**config.mk**
```make
export PLATFORM = sky130hd
export DESIGN_NAME = lubsig_device_flat
export DESIGN_NICKNAME = d
export VERILOG_FILES = /design/src/verilog/lubsig_pkg.sv /design/src/verilog/lubsig_if.sv /design/src/verilog/lubsig_pulse_meter.sv /design/src/verilog/lubsig_device.sv /design/src/flat_wrapper.sv
export SDC_FILE = /design/constraint.sdc
export NUM_CORES = 1
export LEC_CHECK = 0
export ABC_AREA = 1
export BUFFER_PORTS_ARGS = -buffer_cell sky130_fd_sc_hd__buf_4
export CORE_MARGIN = 2
export CORE_UTILIZATION = 60
export CTS_BUF_LIST = sky130_fd_sc_hd__clkbuf_2 sky130_fd_sc_hd__clkbuf_4 sky130_fd_sc_hd__clkbuf_8
export DETAILED_ROUTE_END_ITERATION = 10
export PLACE_DENSITY = 0.77
export SLEW_MARGIN = 0
export SYNTH_ARGS = -nofsm -noshare
export SYNTH_HDL_FRONTEND = slang
export SYNTH_SLANG_ARGS = --single-unit
```
**constraint.sdc**
```tcl
create_clock -name clk -period 4.6 [get_ports clk]
set_clock_uncertainty 0.1 [all_clocks]
set_input_delay 0.92 -clock clk [delete_from_list [all_inputs] [get_ports clk]]
set_output_delay 0.92 -clock clk [all_outputs]
set_load 0.02 [all_outputs]
```
**src/verilog/lubsig_pkg.sv**
```systemverilog
// Shared constants, types and command decoder for the lubricator status link.
// Assumes a single 100 MHz clock; all timing runs on a 10 ms tick enable.
package lubsig_pkg;

  // ----------------------------------------------------------------
  // Clock and time base
  // ----------------------------------------------------------------
  localparam int CLK_PERIOD_NS = 10;
  localparam int TICK_MS       = 10;
  localparam int TICK_CYCLES   = TICK_MS * 1_000_000 / CLK_PERIOD_NS;
  localparam int LEN_W         = 13;
  localparam int DIV_W         = 32;
  localparam int RUNS_W        = 6;

  // ----------------------------------------------------------------
  // Times in milliseconds, and their tick counts
  // ----------------------------------------------------------------
  localparam int CMD_TOL_MS     = 100;
  localparam int CMD2_MS        = 2000;
  localparam int CMD5_MS        = 5000;
  localparam int CMD8_MS        = 8000;
  localparam int CMD12_MS       = 12000;
  localparam int CMD14_MS       = 14000;
  localparam int GAP_MS         = 3000;
  localparam int PAUSE_MS       = 2000;
  localparam int PREWARN_MS     = 17000;
  localparam int PREWARN_TOL_MS = 100;
  localparam int SQ_HALF_MS     = 1000;
  localparam int SQ_TOL_MS      = 100;
  localparam int ERROR_MS       = 30000;

  // More than 3 s: one tick beyond the figure
  localparam logic [LEN_W-1:0] GAP_T      = LEN_W'(GAP_MS / TICK_MS + 1);
  localparam logic [LEN_W-1:0] PAUSE_T    = LEN_W'(PAUSE_MS / TICK_MS);
  localparam logic [LEN_W-1:0] PREWARN_T  = LEN_W'(PREWARN_MS / TICK_MS);
  localparam logic [LEN_W-1:0] PW_MIN_T   = LEN_W'((PREWARN_MS - PREWARN_TOL_MS) / TICK_MS);
  localparam logic [LEN_W-1:0] PW_MAX_T   = LEN_W'((PREWARN_MS + PREWARN_TOL_MS) / TICK_MS);
  localparam logic [LEN_W-1:0] SQ_HALF_T  = LEN_W'(SQ_HALF_MS / TICK_MS);
  localparam logic [LEN_W-1:0] SQ_MIN_T   = LEN_W'((SQ_HALF_MS - SQ_TOL_MS) / TICK_MS);
  localparam logic [LEN_W-1:0] SQ_MAX_T   = LEN_W'((SQ_HALF_MS + SQ_TOL_MS) / TICK_MS);
  localparam logic [LEN_W-1:0] ERROR_T    = LEN_W'(ERROR_MS / TICK_MS + 1);

  // ----------------------------------------------------------------
  // Stroke counts
  // ----------------------------------------------------------------
  localparam logic [RUNS_W-1:0] RUNS_SINGLE = 6'h01;
  localparam logic [RUNS_W-1:0] RUNS_DOUBLE = 6'h02;
  localparam logic [RUNS_W-1:0] RUNS_FILL   = 6'h28;

  // ----------------------------------------------------------------
  // Commands
  // ----------------------------------------------------------------
  typedef enum logic [2:0] {CMD_NONE, CMD_2S, CMD_5S, CMD_8S, CMD_12S, CMD_14S} lubsig_cmd_e;

  function automatic logic lubsig_in_win(input logic [LEN_W-1:0] len, input int ms);
    int l;
    l = int'(len);
    return (l >= (ms - CMD_TOL_MS) / TICK_MS) && (l <= (ms + CMD_TOL_MS) / TICK_MS);
  endfunction

  // Widths outside every window decode to no command
  function automatic lubsig_cmd_e lubsig_decode(input logic [LEN_W-1:0] len);
    lubsig_cmd_e c;
    c = CMD_NONE;
    if (lubsig_in_win(len, CMD2_MS))  c = CMD_2S;
    if (lubsig_in_win(len, CMD5_MS))  c = CMD_5S;
    if (lubsig_in_win(len, CMD8_MS))  c = CMD_8S;
    if (lubsig_in_win(len, CMD12_MS)) c = CMD_12S;
    if (lubsig_in_win(len, CMD14_MS)) c = CMD_14S;
    return c;
  endfunction

  function automatic logic [LEN_W-1:0] lubsig_cmd_ticks(input lubsig_cmd_e c);
    logic [LEN_W-1:0] t;
    t = '0;
    unique case (c)
      CMD_2S:  t = LEN_W'(CMD2_MS / TICK_MS);
      CMD_5S:  t = LEN_W'(CMD5_MS / TICK_MS);
      CMD_8S:  t = LEN_W'(CMD8_MS / TICK_MS);
      CMD_12S: t = LEN_W'(CMD12_MS / TICK_MS);
      CMD_14S: t = LEN_W'(CMD14_MS / TICK_MS);
      default: t = '0;
    endcase
    return t;
  endfunction

endpackage

```
**src/verilog/lubsig_if.sv**
```systemverilog
// Two-wire link: command line toward the lubricator, status line back.
// Both lines are push-pull levels; the bench joins the two ends here.
`timescale 1ns/1ps
interface lubsig_if;
  logic cmdLine;
  logic statusLine;

  modport dev
  (
    input  cmdLine,
    output statusLine
  );
  modport host
  (
    input  statusLine,
    output cmdLine
  );
endinterface

```
**src/verilog/lubsig_pulse_meter.sv**
```systemverilog
// Pin synchroniser and phase-length meter, counted in 10 ms ticks.
// Assumes tick is a one-cycle enable from the owning end's divider.
`timescale 1ns/1ps
module lubsig_pulse_meter
  import lubsig_pkg::*;
(
  // Clock and reset
  input  wire logic             clk,
  input  wire logic             rst_n,
  input  wire logic             tick,
  // Pin
  input  wire logic             rawIn,
  // Measurement
  output logic                  level,
  output logic [LEN_W-1:0]      runLen,
  output logic [LEN_W-1:0]      lastLen,
  output logic                  change
);

  typedef struct packed {
    logic [2:0]       sync;
    logic             level;
    logic [LEN_W-1:0] runLen;
    logic [LEN_W-1:0] lastLen;
    logic             change;
  } lubsig_meter_s;

  lubsig_meter_s st_r;
  lubsig_meter_s st_nxt;

  // ----------------------------------------------------------------
  // Next state
  // ----------------------------------------------------------------
  always_comb
  begin
    st_nxt        = st_r;
    st_nxt.sync   = {st_r.sync[1:0], rawIn};
    st_nxt.change = 1'b0;
    // Second and third stage must agree, so a one-cycle glitch never counts
    if (st_r.sync[1] == st_r.sync[2] && st_r.sync[2] != st_r.level)
    begin
      st_nxt.level   = st_r.sync[2];
      st_nxt.lastLen = st_r.runLen;
      st_nxt.runLen  = '0;
      st_nxt.change  = 1'b1;
    end
    else if (tick && st_r.runLen != {LEN_W{1'b1}})
    begin
      st_nxt.runLen = st_r.runLen + 1'b1;
    end
  end

  always_ff @(posedge clk)
  begin
    if (!rst_n)
      st_r <= '0;
    else
      st_r <= st_nxt;
  end

  assign level   = st_r.level;
  assign runLen  = st_r.runLen;
  assign lastLen = st_r.lastLen;
  assign change  = st_r.change;

endmodule

```
**src/verilog/lubsig_device.sv**
```systemverilog
// Lubricator end: decodes command pulse widths, sequences motor runs and
// encodes the status line. Sensors and motor sit on the same clock.
`timescale 1ns/1ps
module lubsig_device
  import lubsig_pkg::*;
#(
  parameter int TICK_DIV = TICK_CYCLES
)
(
  // Clock and reset
  input  wire logic clk,
  input  wire logic rst_n,
  // Link
  lubsig_if.dev     link,
  // Sensors
  input  wire logic fillLow,
  input  wire logic emptyDet,
  input  wire logic cartRemoved,
  input  wire logic overPressure,
  input  wire logic supplyBad,
  input  wire logic criticalFault,
  input  wire logic selfCheckOk,
  // Motor
  output logic      motorRun,
  input  wire logic motorDone,
  // Status to local logic
  output logic      errorActive,
  output logic      emptyActive,
  output logic      prewarnActive
);

  typedef enum logic [2:0] {S_READY, S_RUN, S_PAUSE, S_GAP, S_EMPTY, S_ERROR} lubsig_dstate_e;

  typedef struct packed {
    lubsig_dstate_e    state;
    logic [DIV_W-1:0]  divCnt;
    logic              tick;
    logic [LEN_W-1:0]  timer;
    logic [LEN_W-1:0]  pwTimer;
    logic              pwMode;
    logic              runDone;
    logic [RUNS_W-1:0] runsLeft;
    logic              stale;
    logic              errOver;
    logic              errSupply;
    logic              errCrit;
    logic              sqPhase;
    logic              statusOut;
    logic              motorRun;
    logic              errAct;
    logic              emptyAct;
  } lubsig_dev_s;

  lubsig_dev_s st_r;
  lubsig_dev_s st_nxt;

  logic             cmdLevel;
  logic [LEN_W-1:0] cmdRunLen;
  logic [LEN_W-1:0] cmdLastLen;
  logic             cmdChange;
  logic             highEnd;
  lubsig_cmd_e      cmd;

  // ----------------------------------------------------------------
  // Command line measurement
  // ----------------------------------------------------------------
  lubsig_pulse_meter u_meter
  (
    .clk     (clk),
    .rst_n   (rst_n),
    .tick    (st_r.tick),
    .rawIn   (link.cmdLine),
    .level   (cmdLevel),
    .runLen  (cmdRunLen),
    .lastLen (cmdLastLen),
    .change  (cmdChange)
  );

  // A high phase just ended: the falling edge of a command
  assign highEnd = cmdChange && !cmdLevel;
  assign cmd     = highEnd ? lubsig_decode(cmdLastLen) : CMD_NONE;

  // ----------------------------------------------------------------
  // Next state
  // ----------------------------------------------------------------
  always_comb
  begin
    st_nxt      = st_r;
    st_nxt.tick = 1'b0;

    // Time base
    if (st_r.divCnt == DIV_W'(TICK_DIV - 1))
    begin
      st_nxt.divCnt = '0;
      st_nxt.tick   = 1'b1;
    end
    else
    begin
      st_nxt.divCnt = st_r.divCnt + 1'b1;
    end

    // Pulses that began outside ready and error must not decode later in ready
    if (cmdLevel && st_r.state != S_READY && st_r.state != S_ERROR)
      st_nxt.stale = 1'b1;
    else if (highEnd)
      st_nxt.stale = 1'b0;

    unique case (st_r.state)
      S_READY:
      begin
        if (highEnd && !st_r.stale && cmd != CMD_NONE && cmd != CMD_14S)
        begin
          // Motor starts right at the falling edge
          st_nxt.state   = S_RUN;
          st_nxt.runDone = 1'b0;
          st_nxt.pwMode  = fillLow;
          st_nxt.pwTimer = PREWARN_T;
          unique case (cmd)
            CMD_8S:  st_nxt.runsLeft = RUNS_DOUBLE;
            CMD_12S: st_nxt.runsLeft = RUNS_FILL;
            default: st_nxt.runsLeft = RUNS_SINGLE;
          endcase
        end
      end

      S_RUN:
      begin
        if (motorDone)
          st_nxt.runDone = 1'b1;
        if (st_r.tick && st_r.pwTimer != '0)
          st_nxt.pwTimer = st_r.pwTimer - 1'b1;
        if (overPressure)
        begin
          st_nxt.errOver = 1'b1;
          st_nxt.state   = S_ERROR;
        end
        // Low-fill confirmation lasts at least 17 s, longer if the motor is still running
        else if (st_r.runDone && (!st_r.pwMode || st_r.pwTimer == '0))
        begin
          st_nxt.runsLeft = st_r.runsLeft - 1'b1;
          if (emptyDet)
            st_nxt.state = S_EMPTY;
          else if (st_r.runsLeft > RUNS_SINGLE)
          begin
            st_nxt.state = S_PAUSE;
            st_nxt.timer = PAUSE_T;
          end
          else
          begin
            st_nxt.state = S_GAP;
            st_nxt.timer = GAP_T;
          end
          if (emptyDet)
            st_nxt.timer = '0;
          st_nxt.sqPhase = 1'b0;
        end
      end

      S_PAUSE:
      begin
        if (st_r.tick && st_r.timer != '0)
          st_nxt.timer = st_r.timer - 1'b1;
        if (overPressure)
        begin
          st_nxt.errOver = 1'b1;
          st_nxt.state   = S_ERROR;
        end
        else if (highEnd && lubsig_decode(cmdLastLen) == CMD_14S)
        begin
          // Abort: no further stroke
          st_nxt.state    = S_GAP;
          st_nxt.timer    = GAP_T;
          st_nxt.runsLeft = '0;
        end
        // A pending pulse holds the next stroke until it is judged
        else if (st_r.timer == '0 && !cmdLevel)
        begin
          st_nxt.state   = S_RUN;
          st_nxt.runDone = 1'b0;
          st_nxt.pwMode  = fillLow;
          st_nxt.pwTimer = PREWARN_T;
        end
      end

      S_GAP:
      begin
        if (st_r.tick && st_r.timer != '0)
          st_nxt.timer = st_r.timer - 1'b1;
        if (overPressure)
        begin
          st_nxt.errOver = 1'b1;
          st_nxt.state   = S_ERROR;
        end
        else if (st_r.timer == '0)
          st_nxt.state = S_READY;
      end

      S_EMPTY:
      begin
        // Delivery stays off; acknowledge has no effect here
        if (st_r.tick)
          st_nxt.timer = st_r.timer + 1'b1;
        if (st_r.tick && st_r.timer == SQ_HALF_T - 1'b1)
        begin
          st_nxt.timer   = '0;
          st_nxt.sqPhase = !st_r.sqPhase;
        end
        if (cartRemoved)
          st_nxt.state = S_READY;
      end

      S_ERROR:
      begin
        if (cmd == CMD_14S)
        begin
          if (!st_r.errCrit && selfCheckOk)
          begin
            st_nxt.errOver   = 1'b0;
            st_nxt.errSupply = 1'b0;
            st_nxt.state     = S_READY;
          end
        end
        // Failing check leaves the error latched
      end
    endcase

    // Asynchronous faults override any sequence
    if (supplyBad)
    begin
      st_nxt.errSupply = 1'b1;
      st_nxt.state     = S_ERROR;
    end
    if (criticalFault || st_r.errCrit)
    begin
      st_nxt.errCrit = 1'b1;
      st_nxt.state   = S_ERROR;
    end

    // Status encoding follows the next state
    unique case (st_nxt.state)
      S_READY: st_nxt.statusOut = 1'b1;
      S_PAUSE: st_nxt.statusOut = 1'b1;
      S_GAP:   st_nxt.statusOut = 1'b1;
      S_RUN:   st_nxt.statusOut = 1'b0;
      S_EMPTY: st_nxt.statusOut = st_nxt.sqPhase;
      S_ERROR: st_nxt.statusOut = 1'b0;
    endcase
    st_nxt.motorRun = (st_nxt.state == S_RUN) && !st_nxt.runDone;
    st_nxt.errAct   = st_nxt.state == S_ERROR;
    st_nxt.emptyAct = st_nxt.state == S_EMPTY;
  end

  // ----------------------------------------------------------------
  // State register
  // ----------------------------------------------------------------
  always_ff @(posedge clk)
  begin
    if (!rst_n)
    begin
      st_r           <= '0;
      st_r.state     <= S_GAP;
      st_r.timer     <= GAP_T;
      st_r.statusOut <= 1'b1;
    end
    else
    begin
      st_r <= st_nxt;
    end
  end

  // ----------------------------------------------------------------
  // Outputs
  // ----------------------------------------------------------------
  assign link.statusLine = st_r.statusOut;
  assign motorRun        = st_r.motorRun;
  assign errorActive     = st_r.errAct;
  assign emptyActive     = st_r.emptyAct;
  assign prewarnActive   = st_r.pwMode;

endmodule

```
**src/flat_wrapper.sv**
```systemverilog
// flat-port wrapper written by rule: the top's interface ports become plain ports
module lubsig_device_flat import lubsig_pkg::*;
#(
  parameter int TICK_DIV = TICK_CYCLES
)
  (clk, rst_n, fillLow, emptyDet, cartRemoved, overPressure, supplyBad, criticalFault, selfCheckOk, motorRun, motorDone, errorActive, emptyActive, prewarnActive, link_cmdLine, link_statusLine);
  lubsig_if link_i ();
  input  wire logic clk;
  input  wire logic rst_n;
  input  wire logic fillLow;
  input  wire logic emptyDet;
  input  wire logic cartRemoved;
  input  wire logic overPressure;
  input  wire logic supplyBad;
  input  wire logic criticalFault;
  input  wire logic selfCheckOk;
  output logic motorRun;
  input  wire logic motorDone;
  output logic errorActive;
  output logic emptyActive;
  output logic prewarnActive;
  input wire logic [$bits(link_i.cmdLine)-1:0] link_cmdLine;
  output wire logic [$bits(link_i.statusLine)-1:0] link_statusLine;
  assign link_i.cmdLine = link_cmdLine;
  assign link_statusLine = link_i.statusLine;
  lubsig_device #(.TICK_DIV(TICK_DIV)) u_core (.clk(clk), .rst_n(rst_n), .link(link_i), .fillLow(fillLow), .emptyDet(emptyDet), .cartRemoved(cartRemoved), .overPressure(overPressure), .supplyBad(supplyBad), .criticalFault(criticalFault), .selfCheckOk(selfCheckOk), .motorRun(motorRun), .motorDone(motorDone), .errorActive(errorActive), .emptyActive(emptyActive), .prewarnActive(prewarnActive));
endmodule
```
==> impl_results.md <==
- Weighted congestion at the end of routability-driven global placement: slightly above 0.9
- Buffers and inverters on the worst path: 3
- Sequential fraction of the synthesis area: 0.342
- Power per Cell Area: approximately 270 nW/um^2
- Biggest cell delay along the critical path: 0.52 ns
- Remaining global-route overflow: 0
- Design area: 6680 um^2
- Most common cell after layout, fill and taps aside: nand2_1
- Worst-margin pin slew: about 1.0 ns
- Share of the synthesized area in compound gates (AO/OA/AOI/OAI): 0.108
- Data arrival time of the worst path: 3.27 ns
- Critical path type: flip-flop to flip-flop
- Clock sink total: 108
- GRT Resource Usage Total: 0.261
- Pre-CTS setup slack: ~1.5 ns
- Final ANT Viol Nets: 0
- DRC errors left: 0
- Post-CTS setup buffer count: 0
- Final period demand of the worst path: around 3.1 ns
- Register-to-register setup slack: ~1.5 ns
- Cells resized by post-CTS repair: 0
- P_leak: ~2.8 nW
- Initial antenna violation count: 0
- Vias in the first global route: approximately 5500
- Count of hold buffers inserted by post-cts repair: 0
- Clock latency at the later pin of the worst-skew pair: just under 0.4 ns
- Post-synthesis mux area share: 0
- Wire length of the first global-routing pass: around 24000 um
- Overall routed net length: between 10000 and 15000 um
- Total via count after detailed routing: 5981
- IO Count: 16
- Std-Cell Core Area: 10300 um^2
- Final HPWL DP: about 10000 um
- Dominant combinational cell family by area after synthesis: simple AND/OR/NAND/NOR gates
- Worst Setup End Kind: flip-flop
- Post-layout worst setup margin: 1.51 ns
- Average size of a mapped cell: between 6 and 7 um^2
- Part of the cycle the worst path needs: 0.672
- Count of final max-slew check failures: 0
- Root Buffer: clkbuf_8
- Critical path peak fanout: 13
- Number of fill cells: ~1000
- Antenna cell count: 0
- Synthesized cell area: ~6300 um^2
- Commonest cells after routing, fill and taps aside: nand2_1, nor2_1, inv_1
- Number of iterations in the first detailed-routing pass: 5
- Register bit count reported by yosys: ~110
- Wirelength per Cell: ~13 um
- Post-synthesis cell type count: between 40 and 50
- XOR/XNOR share of the synthesized area: 0.0360
- Warnings from Yosys: 0
- Status: complete, no violations
- Maximum buffer depth of the clock tree: 2
- Number of CTS-inserted buffers: 9
- Die Wd: 107 um
- Total Power Consumption: between 0.0015 and 0.002 W
- DRC violation total after the first TritonRoute iteration: between 300 and 400
- Max cap viols: 0
- Initial core utilization: 0.615
- Setup repair after global routing missed its margin: no
- Vias/cell: between 5 and 6
- Accumulated negative setup slack: 0 ns
- Required @ worst endpoint: 4.78 ns
- Count of input and output buffers: 15
- Hold Crit Class: flip-flop to flip-flop
- Rows: 37
- Share of cells above drive strength 1: 0.0661
- TritonCTS clock tree: built
- Worst Setup Start Kind: flip-flop
- Final Hold Fails: 0
- Worst slew margin relative to its limit: 0.308
- Cell type with the highest occurrence count on the critical path: nand2_1
- Total number of H-tree levels: 3
- VDD IR max: 0.250 mV
- Largest net degree at the start of global routing: 33
- Total setup violations reported at the end of the flow: 0
- Net count of the finished layout: around 1000
- Simple logic cell fraction of the synthesized area: 0.403
- Reg clk slew, reported paths: 0.10 ns
- Die area: around 11000 um^2
- Height of the die: 107 um
- Placed Instance Area: 6500 um^2
- CP cell instances: inv_1 -> ha_1 -> inv_1 -> nor3_1 -> nand4_1 -> nand2_1 -> nand2_1 -> nand2_1 -> nand4_1 -> inv_1 -> o21ai_0 -> a21oi_1 -> nand2_1
- Number of nets produced by synthesis: slightly below 1000
- Number of instances in the synthesized netlist: 972
- Slowest-stage cell, CP: inv_1
- Fmax achieved: approximately 320 MHz
- Worst path top cell family by delay: simple AND/OR/NAND/NOR gates
- Synth Area in Adders: 0.0139
- Layout Area Growth over Synthesis: 5.70%
## kinds of logic (layout without fill, tap and decap cells)
kind of cell | after synthesis | after routing
simple gates | 549 | 549
buf+inv | 156 | 168
compound gates | 126 | 126
flops | 108 | 108
xor+xnor | 26 | 26
fa+ha+maj | 7 | 7
## cell type report
cell class                 count  area, um^2  area share
timing repair buffer          15         113      0.0169
multi-input combinational    708        3540       0.531
sequential                   108        2160       0.324
clock buffer                  10         131      0.0197
tap                          136         170      0.0255
inverter                     137         514      0.0770
clock inverter                 6        45.0     0.00674
## flip-flops by register name (all words and copies together), names as in the netlist
| register | flops |
|---|---|
| u_core.u_meter.lastLen | 13 |
| u_core.u_meter.change | 1 |
| u_core.u_meter.level | 1 |
| u_core.st_r | 72 |
| u_core.motorRun | 1 |
| u_core.link.statusLine | 1 |
| u_core.emptyActive | 1 |
| u_core.u_meter.st_nxt | 2 |
| u_core.errorActive | 1 |
| u_core.prewarnActive | 1 |
| u_core.u_meter.st_r | 1 |
| u_core.u_meter.runLen | 13 |
## tightest hold or removal path, stage by stage (launching register included)
cell and delay (ns):
dfxtp_1 0.32, nand2_1 0.05, inv_1 0.04
## synthesized netlist by cell type, drive strengths merged
| library cell | n | area [um^2] |
|---|---|---|
| nand3 | 66 | 343 |
| inv | 134 | 503 |
| ha | 7 | 87.6 |
| nor3b | 16 | 120 |
| nor4b | 1 | 23.8 |
| a211oi | 2 | 15.0 |
| or4 | 1 | 7.51 |
| o211ai | 5 | 37.5 |
| o31ai | 1 | 7.51 |
| clkinv | 3 | 11.3 |
| xor2 | 21 | 184 |
| nand4 | 31 | 215 |
| nor3 | 37 | 195 |
| nor2 | 151 | 624 |
| o22ai | 13 | 81.3 |
| o21ai | 42 | 210 |
| and2 | 1 | 6.26 |
| nand2 | 225 | 857 |
| or2 | 2 | 12.5 |
| a31oi | 1 | 6.26 |
| dfxtp | 108 | 2160 |
| or3 | 2 | 12.5 |
| clkbuf | 8 | 30.0 |
| a32oi | 1 | 8.76 |
| xnor2 | 5 | 43.8 |
| nand3b | 1 | 7.51 |
| and3 | 1 | 6.26 |
| buf | 11 | 68.8 |
| o21bai | 3 | 22.5 |
| a21oi | 58 | 290 |
| nor4 | 14 | 118 |
## power breakdown
| group | switching [W] | total [W] | internal [W] | leakage [nW] |
|---|---|---|---|---|
| Clock | 0.000330 | 0.000538 | 0.000208 | 0.0948 |
| Combinational | 0.000168 | 0.000254 | 0.0000865 | 1.80 |
| Sequential | 0.0000259 | 0.000986 | 0.000960 | 0.876 |
| Total | 0.000523 | 0.00178 | 0.00125 | 2.77 |
## per-layer routing
layer	vias to the layer above	GRT usage	wire, um
li1	3190	-	-
met1	2660	0.337	6660
met2	111	0.444	6550
met3	20	0.0480	561
met4	0	0.0835	274
met5	-	0	0
## worst paths after layout
kind         cells past startpoint                         to                 startpoint
max reg2reg                     13            u_core.st_r[35]            u_core.st_r[17]
min                              2  u_core.u_meter.st_nxt[30]  u_core.u_meter.st_nxt[29]
min reg2reg                      2  u_core.u_meter.st_nxt[30]  u_core.u_meter.st_nxt[29]
max                             13            u_core.st_r[35]            u_core.st_r[17]
## metrics by stage
stage,hold slack [ns],cells,util
2_1_floorplan,0.290,972,-
3_3_place_gp,0.298,1104,0.633
3_5_place_dp,0.301,1104,0.633
4_1_cts,0.324,1120,0.650
5_1_grt,0.352,1120,0.650
6_report,0.321,1120,0.650
(Power assumes the default switching activity.)
